### src/shared/mmvd_pkg.sv
// shared constants and types for the memory map and vector decode
package mmvd_pkg;
  localparam int ADDR_W = 16;
  localparam int SLOT_W = 5;
  localparam int BLOCK_W = 6;
  localparam int BLOCK_LSB = 10;
  // size selection values
  localparam logic [7:0] PROG_SIZE_RESET = 8'hCF;
  localparam logic [7:0] EXP_SIZE_RESET = 8'h0C;
  localparam logic [7:0] PROG_SIZE_32K = 8'hC8;
  localparam logic [7:0] PROG_SIZE_48K = 8'hCC;
  localparam logic [7:0] PROG_SIZE_60K = 8'hCF;
  localparam logic [7:0] EXP_SIZE_1K = 8'h0A;
  localparam logic [7:0] EXP_SIZE_2K = 8'h08;
  // flash limits
  localparam logic [15:0] FLASH_END_32K = 16'h7FFF;
  localparam logic [15:0] FLASH_END_48K = 16'hBFFF;
  localparam logic [15:0] FLASH_END_60K = 16'hEFFF;
  localparam logic [5:0] BLOCK_LAST_32K = 6'h1F;
  localparam logic [5:0] BLOCK_LAST_48K = 6'h2F;
  localparam logic [5:0] BLOCK_LAST_60K = 6'h3B;
  localparam logic [5:0] BOOT_CLUSTER_LAST_BLOCK = 6'h03;
  // data areas
  localparam logic [15:0] EXP_BASE_1K = 16'hF400;
  localparam logic [15:0] EXP_BASE_2K = 16'hF000;
  localparam logic [15:0] EXP_END = 16'hF7FF;
  localparam logic [15:0] HSRAM_BASE = 16'hFB00;
  localparam logic [15:0] HSRAM_END = 16'hFEFF;
  localparam logic [15:0] SFR_BASE = 16'hFF00;
  localparam logic [15:0] VECTOR_BASE = 16'h0000;
  localparam logic [15:0] VECTOR_END = 16'h003F;
  // vector slots, two bytes each
  localparam logic [4:0] SLOT_RESET = 5'h00;
  localparam logic [4:0] SLOT_LOW_VOLTAGE_INTERRUPT = 5'h02;
  localparam logic [4:0] SLOT_EXTERNAL_INTERRUPT_ZERO = 5'h03;
  localparam logic [4:0] SLOT_SOFTWARE_BREAK_VECTOR = 5'h1F;
  typedef enum logic [4:0] {
    ST_IDLE    = 5'b00001,
    ST_REQ_LO  = 5'b00010,
    ST_REQ_HI  = 5'b00100,
    ST_TAKE_LO = 5'b01000,
    ST_TAKE_HI = 5'b10000
  } mmvd_vstate_t;
endpackage
### src/hw/mmvd_decode.sv
// 64 kb address map decode with size selection and vector fetch
`timescale 1ns/10ps
`default_nettype none
// Function
// - one flat 64 kb map, 16-bit address, for fetch and data access
// - size selects read cfh and 0ch after reset regardless of memory fitted
// - flash block number is address bits 15 to 10, block 00h at zero
// - last valid block is 1fh, 2fh or 3bh by capacity
// - flash decodes from zero to 7fffh, bfffh or efffh
// - program memory is addressed by the program counter on fetch
// - bytes 0000h to 003fh form the reset and interrupt vector table
// - reset or accepted interrupt branches to that source's 16-bit entry
// - each entry holds low byte at even, high byte at odd address
// - all reset causes share the entry at 0000h
// - writes to boot cluster zero can be blocked by a security setting
// - on reset the counter loads from bytes 0000h and 0001h
// - special function registers decode in ff00h to ffffh
// - 1 kb high-speed ram decodes at fb00h to feffh on every variant
module mmvd_decode (
  input wire logic clk,
  input wire logic reset,
  input wire logic [mmvd_pkg::ADDR_W-1:0] cpu_addr,
  input wire logic cpu_fetch,
  input wire logic cpu_read,
  input wire logic cpu_write,
  input wire logic prog_size_wr,
  input wire logic expansion_size_wr,
  input wire logic [7:0] size_wdata,
  input wire logic boot_protect_en,
  input wire logic irq_accept,
  input wire logic [mmvd_pkg::SLOT_W-1:0] irq_slot,
  input wire logic [7:0] mem_rdata,
  output var logic [7:0] program_memory_size_select,
  output var logic [7:0] expansion_ram_size_select,
  output var logic [mmvd_pkg::ADDR_W-1:0] mem_addr,
  output var logic mem_read,
  output var logic mem_write,
  output var logic sel_flash,
  output var logic sel_vector,
  output var logic sel_exp_ram,
  output var logic sel_hsram,
  output var logic sel_sfr,
  output var logic sel_none,
  output var logic [mmvd_pkg::BLOCK_W-1:0] flash_block,
  output var logic write_blocked,
  output var logic vec_busy,
  output var logic pc_load,
  output var logic [mmvd_pkg::ADDR_W-1:0] program_counter
);
  import mmvd_pkg::*;

  logic vec_rd;
  logic [ADDR_W-1:0] vec_addr;
  logic vec_busy_c;
  logic [7:0] prog_size_nxt, exp_size_nxt;
  logic [ADDR_W-1:0] addr_c, flash_end_c, exp_base_c;
  logic exp_on_c;
  logic [BLOCK_W-1:0] block_c, block_last_c;
  logic rd_c, wr_c, fetch_c;
  logic flash_c, vector_c, exp_c, hsram_c, sfr_c, none_c, blocked_c;

  mmvd_vector_fetch u_vector_fetch (
    .clk(clk),
    .reset(reset),
    .irq_accept(irq_accept),
    .irq_slot(irq_slot),
    .mem_rdata(mem_rdata),
    .vec_rd(vec_rd),
    .vec_addr(vec_addr),
    .vec_busy(vec_busy_c),
    .pc_load(pc_load),
    .program_counter(program_counter)
  );

  // size selection registers
  always_comb begin
    prog_size_nxt = program_memory_size_select;
    exp_size_nxt = expansion_ram_size_select;
    if (prog_size_wr) begin
      prog_size_nxt = size_wdata;
    end
    if (expansion_size_wr) begin
      exp_size_nxt = size_wdata;
    end
  end

  always_ff @(posedge clk) begin
    if (reset) begin
      program_memory_size_select <= PROG_SIZE_RESET;
      expansion_ram_size_select <= EXP_SIZE_RESET;
    end else begin
      program_memory_size_select <= prog_size_nxt;
      expansion_ram_size_select <= exp_size_nxt;
    end
  end

  // limits follow the programmed size; unknown codes fall back to 32 kb
  always_comb begin
    unique case (program_memory_size_select)
      PROG_SIZE_48K: begin
        flash_end_c = FLASH_END_48K;
        block_last_c = BLOCK_LAST_48K;
      end
      PROG_SIZE_60K: begin
        flash_end_c = FLASH_END_60K;
        block_last_c = BLOCK_LAST_60K;
      end
      default: begin
        flash_end_c = FLASH_END_32K;
        block_last_c = BLOCK_LAST_32K;
      end
    endcase
    exp_on_c = 1'b1;
    unique case (expansion_ram_size_select)
      EXP_SIZE_1K: exp_base_c = EXP_BASE_1K;
      EXP_SIZE_2K: exp_base_c = EXP_BASE_2K;
      default: begin
        exp_base_c = EXP_END;
        exp_on_c = 1'b0;
      end
    endcase
  end

  // address decode; vector fetch drives the address while requesting, cpu access held off while busy
  always_comb begin
    addr_c = vec_rd ? vec_addr : cpu_addr;
    fetch_c = !vec_busy_c && cpu_fetch;
    rd_c = vec_rd || fetch_c || (!vec_busy_c && cpu_read);
    wr_c = !vec_busy_c && cpu_write;
    block_c = addr_c[ADDR_W-1:BLOCK_LSB];
    flash_c = (addr_c <= flash_end_c) && (block_c <= block_last_c);
    vector_c = flash_c && (addr_c <= VECTOR_END);
    exp_c = exp_on_c && (addr_c >= exp_base_c) && (addr_c <= EXP_END);
    hsram_c = (addr_c >= HSRAM_BASE) && (addr_c <= HSRAM_END);
    sfr_c = (addr_c >= SFR_BASE);
    none_c = !(flash_c || exp_c || hsram_c || sfr_c);
    // flash writes reach mem_write unless protected and in boot blocks 00h to 03h, then flagged
    blocked_c = wr_c && flash_c && boot_protect_en
      && (block_c <= BOOT_CLUSTER_LAST_BLOCK);
  end

  always_ff @(posedge clk) begin
    if (reset) begin
      mem_addr <= 16'h0000;
      mem_read <= 1'b0;
      mem_write <= 1'b0;
      sel_flash <= 1'b0;
      sel_vector <= 1'b0;
      sel_exp_ram <= 1'b0;
      sel_hsram <= 1'b0;
      sel_sfr <= 1'b0;
      sel_none <= 1'b0;
      flash_block <= 6'h00;
      write_blocked <= 1'b0;
      vec_busy <= 1'b1;
    end else begin
      mem_addr <= addr_c;
      mem_read <= rd_c;
      mem_write <= wr_c && !blocked_c;
      sel_flash <= flash_c;
      sel_vector <= vector_c;
      sel_exp_ram <= exp_c;
      sel_hsram <= hsram_c;
      sel_sfr <= sfr_c;
      sel_none <= none_c;
      flash_block <= block_c;
      write_blocked <= blocked_c;
      vec_busy <= vec_busy_c;
    end
  end
endmodule // mmvd_decode
`default_nettype wire

### src/hw/mmvd_vector_fetch.sv
// vector table fetch sequencer: reads a 16-bit entry and loads the counter
`timescale 1ns/10ps
`default_nettype none
module mmvd_vector_fetch (
  input wire logic clk,
  input wire logic reset,
  input wire logic irq_accept,
  input wire logic [mmvd_pkg::SLOT_W-1:0] irq_slot,
  input wire logic [7:0] mem_rdata,
  output logic vec_rd,
  output logic [mmvd_pkg::ADDR_W-1:0] vec_addr,
  output logic vec_busy,
  output var logic pc_load,
  output var logic [mmvd_pkg::ADDR_W-1:0] program_counter
);
  import mmvd_pkg::*;

  mmvd_vstate_t state_r, state_nxt;
  logic [SLOT_W-1:0] slot_r, slot_nxt;
  logic [7:0] lo_r, lo_nxt;
  logic pc_load_nxt;
  logic [ADDR_W-1:0] pc_nxt;

  always_comb begin
    state_nxt = state_r;
    slot_nxt = slot_r;
    lo_nxt = lo_r;
    pc_load_nxt = 1'b0;
    pc_nxt = program_counter;
    unique case (state_r)
      ST_IDLE: begin
        // requests during a fetch are dropped; the cpu stalls on busy
        if (irq_accept) begin
          slot_nxt = irq_slot;
          state_nxt = ST_REQ_LO;
        end
      end
      ST_REQ_LO: state_nxt = ST_REQ_HI;
      ST_REQ_HI: state_nxt = ST_TAKE_LO;
      ST_TAKE_LO: begin
        lo_nxt = mem_rdata;
        state_nxt = ST_TAKE_HI;
      end
      ST_TAKE_HI: begin
        pc_nxt = {mem_rdata, lo_r};
        pc_load_nxt = 1'b1;
        state_nxt = ST_IDLE;
      end
    endcase
  end

  always_ff @(posedge clk) begin
    if (reset) begin
      // every reset cause fetches the entry at address zero
      state_r <= ST_REQ_LO;
      slot_r <= SLOT_RESET;
      lo_r <= 8'h00;
      pc_load <= 1'b0;
      program_counter <= 16'h0000;
    end else begin
      state_r <= state_nxt;
      slot_r <= slot_nxt;
      lo_r <= lo_nxt;
      pc_load <= pc_load_nxt;
      program_counter <= pc_nxt;
    end
  end

  assign vec_rd = (state_r == ST_REQ_LO) || (state_r == ST_REQ_HI);
  // even address for the low byte, odd for the high byte
  assign vec_addr = VECTOR_BASE
    | {10'h000, slot_r, (state_r == ST_REQ_HI)};
  assign vec_busy = (state_r != ST_IDLE);
endmodule // mmvd_vector_fetch
`default_nettype wire

### config.mk
export PLATFORM = sky130hd
export DESIGN_NAME = mmvd_decode
export DESIGN_NICKNAME = d
export VERILOG_FILES = /design/src/shared/mmvd_pkg.sv /design/src/hw/mmvd_decode.sv /design/src/hw/mmvd_vector_fetch.sv
export SDC_FILE = /design/constraint.sdc
export NUM_CORES = 1
export LEC_CHECK = 0
export BUFFER_PORTS_ARGS = -buffer_cell sky130_fd_sc_hd__buf_2
export CORE_ASPECT_RATIO = 1.1
export CORE_MARGIN = 2
export CORE_UTILIZATION = 40
export CTS_CLUSTER_SIZE = 24
export DETAILED_ROUTE_END_ITERATION = 6
export PLACE_DENSITY = 0.67
export SYNTH_ARGS = -nofsm -noshare
export SYNTH_HDL_FRONTEND = slang
export SYNTH_SLANG_ARGS = --single-unit
### constraint.sdc
create_clock -name clk -period 3.1 [get_ports clk]
set_input_delay 0.155 -clock clk [delete_from_list [all_inputs] [get_ports clk]]
set_output_delay 0.155 -clock clk [all_outputs]
set_load 0.01 [all_outputs]
==> results.yml, run 1 <==
setup_path:
  r2r-start: "expansion_ram_size_select[7]"
  cp_cell_sequence: "nor4_1 -> nand3_1 -> inv_1 -> ha_1 -> a2111oi_0 -> o21ai_0 -> a21oi_1 -> a2111oi_4 -> nor4b_2"
  critPathMaxStageDelay_ns: 0.39
  r2r_cells: 9
  cp_max_fo: 9
  required_ns: 3.36
  crit_arrival_ns: 2.95
  critPathLaunchType: "flop"
  cp-end-kind: "flop"
  cp_slowest_cell: "nor4_1"
  regToRegSetupSlack_ns: 0.41
  path_class: "flop to flop"
  r2r_end: "sel_none"
cts:
  root_buffer: "clkbuf_8"
  cts_setup_buffers: 0
  cts_tree: "built"
  clk_pin_slew_worst_paths_ns: 0.08
  htree_levels: 3
  clk_path_buf_depth: 2
  cts.sinks: 77
  numCtsBuffers: 9
  clock_latency_ns: 0.35
pwr:
  p_leak_uw: 0.00181
  sw_frac_of_total_pct: 27.4
  p_switching_uw: 607
  pwr-share-seq_pct: 48.3
  pwr_density_cell_nw_per_um2: 555
  p_int_uw: 1610
  vdd_drop_max_mv: 0.287
  pwr-share-comb_pct: 17.0
  clockPowerShare_pct: 34.7
worst_hold_path:
  whs_endpoint: "program_memory_size_select[0]"
  hold_class: "primary input to flop"
  min_from: "size_wdata[0]"
  whs_path_depth: 2
die:
  fp.dieArea_um2: 8810
  initial_utilization_pct: 41.0
  top_level_ports: 111
  die-width_um: 89.7
  rows: 34
  die_y_um: 98.2
  fp.coreArea_um2: 7870
sta:
  slew_violations: 0
  relSlewSlack_pct: 46.5
  hold_violations: 0
  worst_slack_ns: 0.410
  setup-tns-final_ns: 0
  rsz0062_at_grt: "no"
  fin_worst_hold_slack_ns: 0.0289
  finalSetupViolations: 0
  max_freq_mhz: 372
  worst_slew_pin_slew_ns: 0.803
  period_needed_ns: 2.69
  fin_skew_ns: 0.00878
  final.period_utilization_pct: 86.8
yosys:
  syn-num-nets: 416
  synth_compound_area_share_pct: 11.1
  synth_top_cell_area_share_pct: 47.8
  yosysMostFrequentCell: "dfxtp_1"
  synth_xor_area_share_pct: 0.814
  synth_top_family_by_area: "simple AND/OR/NAND/NOR gates"
  synth.area.top_cells: "dfxtp_1, nand2_1, ha_1"
  synth_edf_count: 0
  synthSimpleGateAreaFrac_pct: 25.9
  synth_common_cells: "dfxtp_1, nand2_1, a21oi_1, nor2_1"
  synth-seq-cells: 77
  syn_inst: 356
  syn_area_um2: 3230
  synthDistinctLibCells: 44
  yosys_warnings: 0
  syn_avg_cell_area_um2: 9.07
  yosysTopAreaCell: "dfxtp_1"
  synth-adder-area-share_pct: 5.43
  seq_area_frac_synth_pct: 47.8
  synthFlopType: "dfxtp_1"
  synthMuxAreaShare_pct: 4.96
  async_reset_ff_share_pct: 0
global_route:
  grt_pass1_vias: 2615
  grt_use_total_pct: 17.4
  grt_max_degree: 45
  antenna_found_initial: 0
  grt_overflow: 0
  grt_pass1_wl_um: 12100
placement:
  place_ws_ns: 0.381
  place.gp.congestion: 0.839
  place_area_um2: 3790
  port_buffers: 110
  dp_hpwl_um: 5550
route:
  vias: 2788
  via_per_inst: 4.94
  drc: 0
  finalWirelength_um: 7570
  drt-pass1-iter-count: 4
  wl_per_cell_um: 13.4
  drt_iter0_markers: 71
  postRouteAntennaNets: 0
final_layout:
  antennaDiodeCount: 0
  final_cell_area_um2: 3990
  drive_gt1_share_pct: 28.9
  synthToLayoutAreaGrowth_pct: 23.7
  final_net_count: 512
  fin_util_pct: 50.7
job:
  cap_violations: 0
run_status:
  status: "finished clean"
==> final cells by class <==
class                      instances  area [um2]
clock inverter                     4        47.5
tap                              108         135
sequential                        77        1540
fill                             769        3880
clock buffer                      11         151
inverter                           1        3.75
multi-input combinational        252        1560
timing repair buffer             111         558
==> stage by stage <==
step                      instances  total power [uW]
after floorplan                 356              1340
after global placement          549              1460
after detailed placement        549              1470
final                           564              2220
after global routing            564              2340
after CTS                       564              2230
==> what timing repair did <==
item | 4_1_cts | 5_1_grt
endpoints found under the setup margin | 0 | 1
gates resized for setup | 0 | 1
hold buffers | 0 | 0
==> state kept, by name, indices dropped and copies added (netlist names), 5 cells and up <==
name                            cells
expansion_ram_size_select           8
mem_addr                           16
program_memory_size_select          8
u_vector_fetch.lo_r                 8
u_vector_fetch.program_counter     16
u_vector_fetch.slot_r               5
u_vector_fetch.state_r              5
==> power groups by stage <==
stage / sequential (uW) / clock [uW] / combinational [uW]
finish: 1070 / 769 / 378
floorplan: 1110 / 0 / 237
global route: 1080 / 831 / 429
global placement: 1090 / 0 / 365
detailed placement: 1090 / 0 / 374
CTS: 1070 / 787 / 377
==> routing by layer <==
| metal | up-vias | routed length [um] | GRT usage, % |
|---|---|---|---|
| li1 | 1403 | - | - |
| met3 | 8 | 577 | 5.75 |
| met4 | 0 | 71 | 5.17 |
| met5 | - | 0 | 0 |
| met2 | 84 | 3690 | 28.9 |
| met1 | 1293 | 3240 | 21.0 |
==> worst max path at each step <==
stage / from / endpoint / slack, ns / depth (start not counted)
global route: expansion_ram_size_select[7] / sel_none / 0.13 / 9
finish: expansion_ram_size_select[7] / sel_none / 0.41 / 9
CTS: u_vector_fetch.state_r[4] / sel_none / 0.35 / 9
global placement: u_vector_fetch.state_r[2] / sel_none / 0.51 / 9
detailed placement: u_vector_fetch.state_r[4] / sel_none / 0.38 / 9
floorplan: u_vector_fetch.state_r[4] / sel_none / 0.64 / 11
==> critical path, delay by kind of cell, from the launching register on <==
kind	cells	cell delay, ns
and+or+nand+nor	3	0.88
buffers and inverters	1	0.30
DFF	1	0.34
adders and majority gates	1	0.31
AOI/OAI and AO/OA	4	0.78
==> kinds of logic after synthesis <==
| kind of cell | count (synthesis) |
|---|---|
| XOR/XNOR | 3 |
| AND/OR/NAND/NOR | 164 |
| adder cells (fa/ha/maj) | 14 |
| flip-flops | 77 |
| AO/OA/AOI/OAI | 55 |
| multiplexers | 16 |
| buffers and inverters | 27 |
==> placed cells by master (no fill, tap or decap), types with 2 or more instances in the layout <==
cell / instances
nand3b_1: 2
a211oi_1: 2
or3_1: 3
a211o_1: 8
nor4_1: 5
dfxtp_1: 77
o21ai_1: 2
nor4b_1: 2
buf_2: 110
nor2b_1: 18
nor3b_1: 3
nor3_1: 4
and2_1: 18
nand3_1: 10
ha_1: 14
clkinv_2: 2
and3_1: 2
clkbuf_8: 11
mux2i_1: 16
nor2_1: 29
nand2_1: 56
a21oi_1: 29
xor2_1: 2
o21ai_0: 4
nand4_1: 4
o21a_1: 2
Power figures use the tool's default switching activity.
==> run 2, diff against run 1 <==
- GPL_ROUTABILITY_DRIVEN: not set -> 1
- PLACE_DENSITY: 0.67 -> 0.66
- SYNTH_HIERARCHICAL: not set -> 1
==> run 2 against run 1 <==
Net effect:
- critical path depth up 2
- maximum frequency down 5.8%
- critical endpoint is now sel_vector
- final cell count up 10%
- count of clock-buffer cells in the layout up 2
- core utilization about the same
- wire length up 13%
- largest power group unchanged
- largest cell class unchanged
- global-route usage up 0.21 points
- first-iteration DRC count up 89%
- non-clock buffer count up 21
- sequential power up 5%
- combinational power rose to 2.9 times the previous value
==> results.yml, run 2 <==
run_status:
  status: "finished clean"
global_route:
  grt_pass1_vias: 2943
  grt_max_degree: 50
  grt_use_total_pct: 17.6
  grt_overflow: 0
  grt_pass1_wl_um: 13400
  antenna_found_initial: 1
final_layout:
  layout_common_cells: "buf_2, dfxtp_1, a21oi_1, nor2_1, nand3_1"
  final_net_count: 563
  synthToLayoutAreaGrowth_pct: 24.3
  nFillCells: 868
  drive_gt1_share_pct: 31.3
  fin_util_pct: 50.8
  reg.largest.list: "mem_addr: 16 flops, u_vector_fetch/program_counter: 16 flops"
  final_cell_area_um2: 4460
  final_common_cell: "buf_2"
  antennaDiodeCount: 0
  fin_cells: 622
sta:
  slew_violations: 0
  fin_skew_ns: 0.0137
  hold_violations: 0
  worst_slew_pin_slew_ns: 1.08
  relSlewSlack_pct: 27.6
  rsz0062_at_grt: "no"
  max_freq_mhz: 350
  finalSetupViolations: 0
  worst_slack_ns: 0.244
  final.period_utilization_pct: 92.1
  period_needed_ns: 2.86
  setup-tns-final_ns: 0
yosys:
  yosysMostFrequentCell: "dfxtp_1"
  yosysTopAreaCell: "dfxtp_1"
  synthFlopType: "dfxtp_1"
  syn_area_um2: 3590
  synthDistinctLibCells: 48
  syn_inst: 390
  async_reset_ff_share_pct: 0
  synth_common_cells: "dfxtp_1, a21oi_1, nor2_1"
  syn_avg_cell_area_um2: 9.19
  synth_edf_count: 0
  seq_area_frac_synth_pct: 43.0
  synth-seq-cells: 77
  synth.area.top_cells: "dfxtp_1, mux2i_1, ha_1"
  synth_top_cell_area_share_pct: 43.0
  yosys_warnings: 6
setup_path:
  cp_max_fo: 7
  critPathLaunchType: "flop"
  required_ns: 3.36
  regToRegSetupSlack_ns: 0.24
  r2r_end: "sel_vector"
  cp-end-kind: "flop"
  r2r_cells: 11
  path_class: "flop to flop"
  crit_arrival_ns: 3.12
  r2r-start: "u_vector_fetch/state_r[4]"
pwr:
  pwr-share-comb_pct: 36.9
  pwr-share-seq_pct: 36.9
  clockPowerShare_pct: 26.2
  p_int_uw: 2030
  vdd_drop_max_mv: 0.253
  p_leak_uw: 0.00209
  sw_frac_of_total_pct: 32.9
  p_switching_uw: 993
  pwr_density_cell_nw_per_um2: 677
cts:
  cts_tree: "built"
  clk_pin_slew_worst_paths_ns: 0.08
  cts.sinks: 77
  htree_levels: 3
  root_buffer: "clkbuf_8"
  clock_latency_ns: 0.35
  clk_path_buf_depth: 2
  numCtsBuffers: 9
route:
  drc: 0
  wl_per_cell_um: 13.8
  via_per_inst: 5.06
  drt_iter0_markers: 134
  drt-pass1-iter-count: 5
  postRouteAntennaNets: 0
  vias: 3149
  finalWirelength_um: 8590
die:
  top_level_ports: 111
  die-width_um: 94.3
  die_y_um: 103
  rows: 36
  fp.coreArea_um2: 8780
  initial_utilization_pct: 40.8
  fp.dieArea_um2: 9740
placement:
  port_buffers: 110
  place_area_um2: 4190
  dp_hpwl_um: 6350
  place_ws_ns: -0.0753
  place.gp.congestion: 0.844
  dp_cells: 600
worst_hold_path:
  min_from: "cpu_write"
  whs_path_depth: 3
  hold_class: "primary input to flop"
  whs_endpoint: "mem_write"
job:
  cap_violations: 0
[run 2: changes by cell type after synthesis, sizes merged, moves of 10 or more]
cell    delta
nand2     -50
nand2b    +11
inv       +14
mux2i     +10
nand3     +20
and2      -18
o21ai     +20
[run 2: worst max path at each step]
| stage | to | start | cells past startpoint | slack [ns] |
|---|---|---|---|---|
| after floorplan | sel_none | u_vector_fetch/state_r[0] | 12 | 0.18 |
| after global placement | sel_vector | u_vector_fetch/state_r[4] | 11 | 0.09 |
| after detailed placement | sel_vector | u_vector_fetch/state_r[4] | 11 | -0.08 |
| after CTS | sel_vector | u_vector_fetch/state_r[4] | 11 | 0.08 |
| after global routing | sel_vector | u_vector_fetch/state_r[2] | 11 | 0.02 |
| final | sel_vector | u_vector_fetch/state_r[4] | 11 | 0.24 |
[run 2: timing repair]
item | CTS | global route
pin swaps | 0 | 1
endpoints found under the hold margin | 1 | 0
gates resized for setup | 1 | 0
buffers inserted | 0 | 5
hold buffers | 1 | 0
setup endpoints to repair | 2 | 5
[run 2: cell families after synthesis]
logic type	count (synthesis)	synth area share (%)
adder cells (fa/ha/maj)	14	4.88
AO/OA/AOI/OAI	81	13.4
other	1	0.105
buffers and inverters	54	8.30
multiplexers	29	8.55
flip-flops	77	43.0
AND/OR/NAND/NOR	132	21.3
XOR/XNOR	2	0.489
[run 2: power by group through the flow]
stage / logic, uW / registers, uW / clock network [uW]
global route: 1220 / 1130 / 843
floorplan: 738 / 1170 / 0
finish: 1110 / 1120 / 790
CTS: 1040 / 1120 / 809
global placement: 1000 / 1140 / 0
detailed placement: 1030 / 1140 / 0
[run 2: routing by layer]
metal | track usage (%) | vias to the layer above | part of all wire [%] | wire, um
li1 | - | 1573 | - | -
met1 | 19.2 | 1468 | 39 | 3370
met2 | 31.7 | 93 | 52 | 4470
met3 | 5.00 | 13 | 7.2 | 616
met4 | 8.14 | 2 | 1.5 | 125
met5 | 0 | - | 0.13 | 11
[run 2: layout make-up]
cell class / instances / area [um2] / share of cell area [%]
multi-input combinational: 268 / 1790 / 40.1
sequential: 77 / 1540 / 34.6
timing repair buffer: 132 / 718 / 16.1
clock buffer: 13 / 169 / 3.79
tap: 114 / 143 / 3.20
inverter: 15 / 56.3 / 1.26
clock inverter: 3 / 42.5 / 0.954
[run 2: stage by stage]
| stage | hold slack (ns) | power [uW] |
|---|---|---|
| detailed placement | 0.352 | 2170 |
| global placement | 0.347 | 2140 |
| global route | 0.0151 | 3190 |
| CTS | 0.0186 | 2970 |
| finish | 0.0276 | 3020 |
| floorplan | 0.242 | 1910 |
[run 2: critical path: stages (launching register included)]
cell and delay [ns]:
dfxtp_1 0.31, or3_1 0.44, nor2_4 0.22, buf_4 0.20, mux2i_1 0.27, inv_1 0.08, ha_1 0.32, nand2_1 0.06
a211oi_1 0.22, a41oi_2 0.21, nor2_2 0.22, nor4b_4 0.21
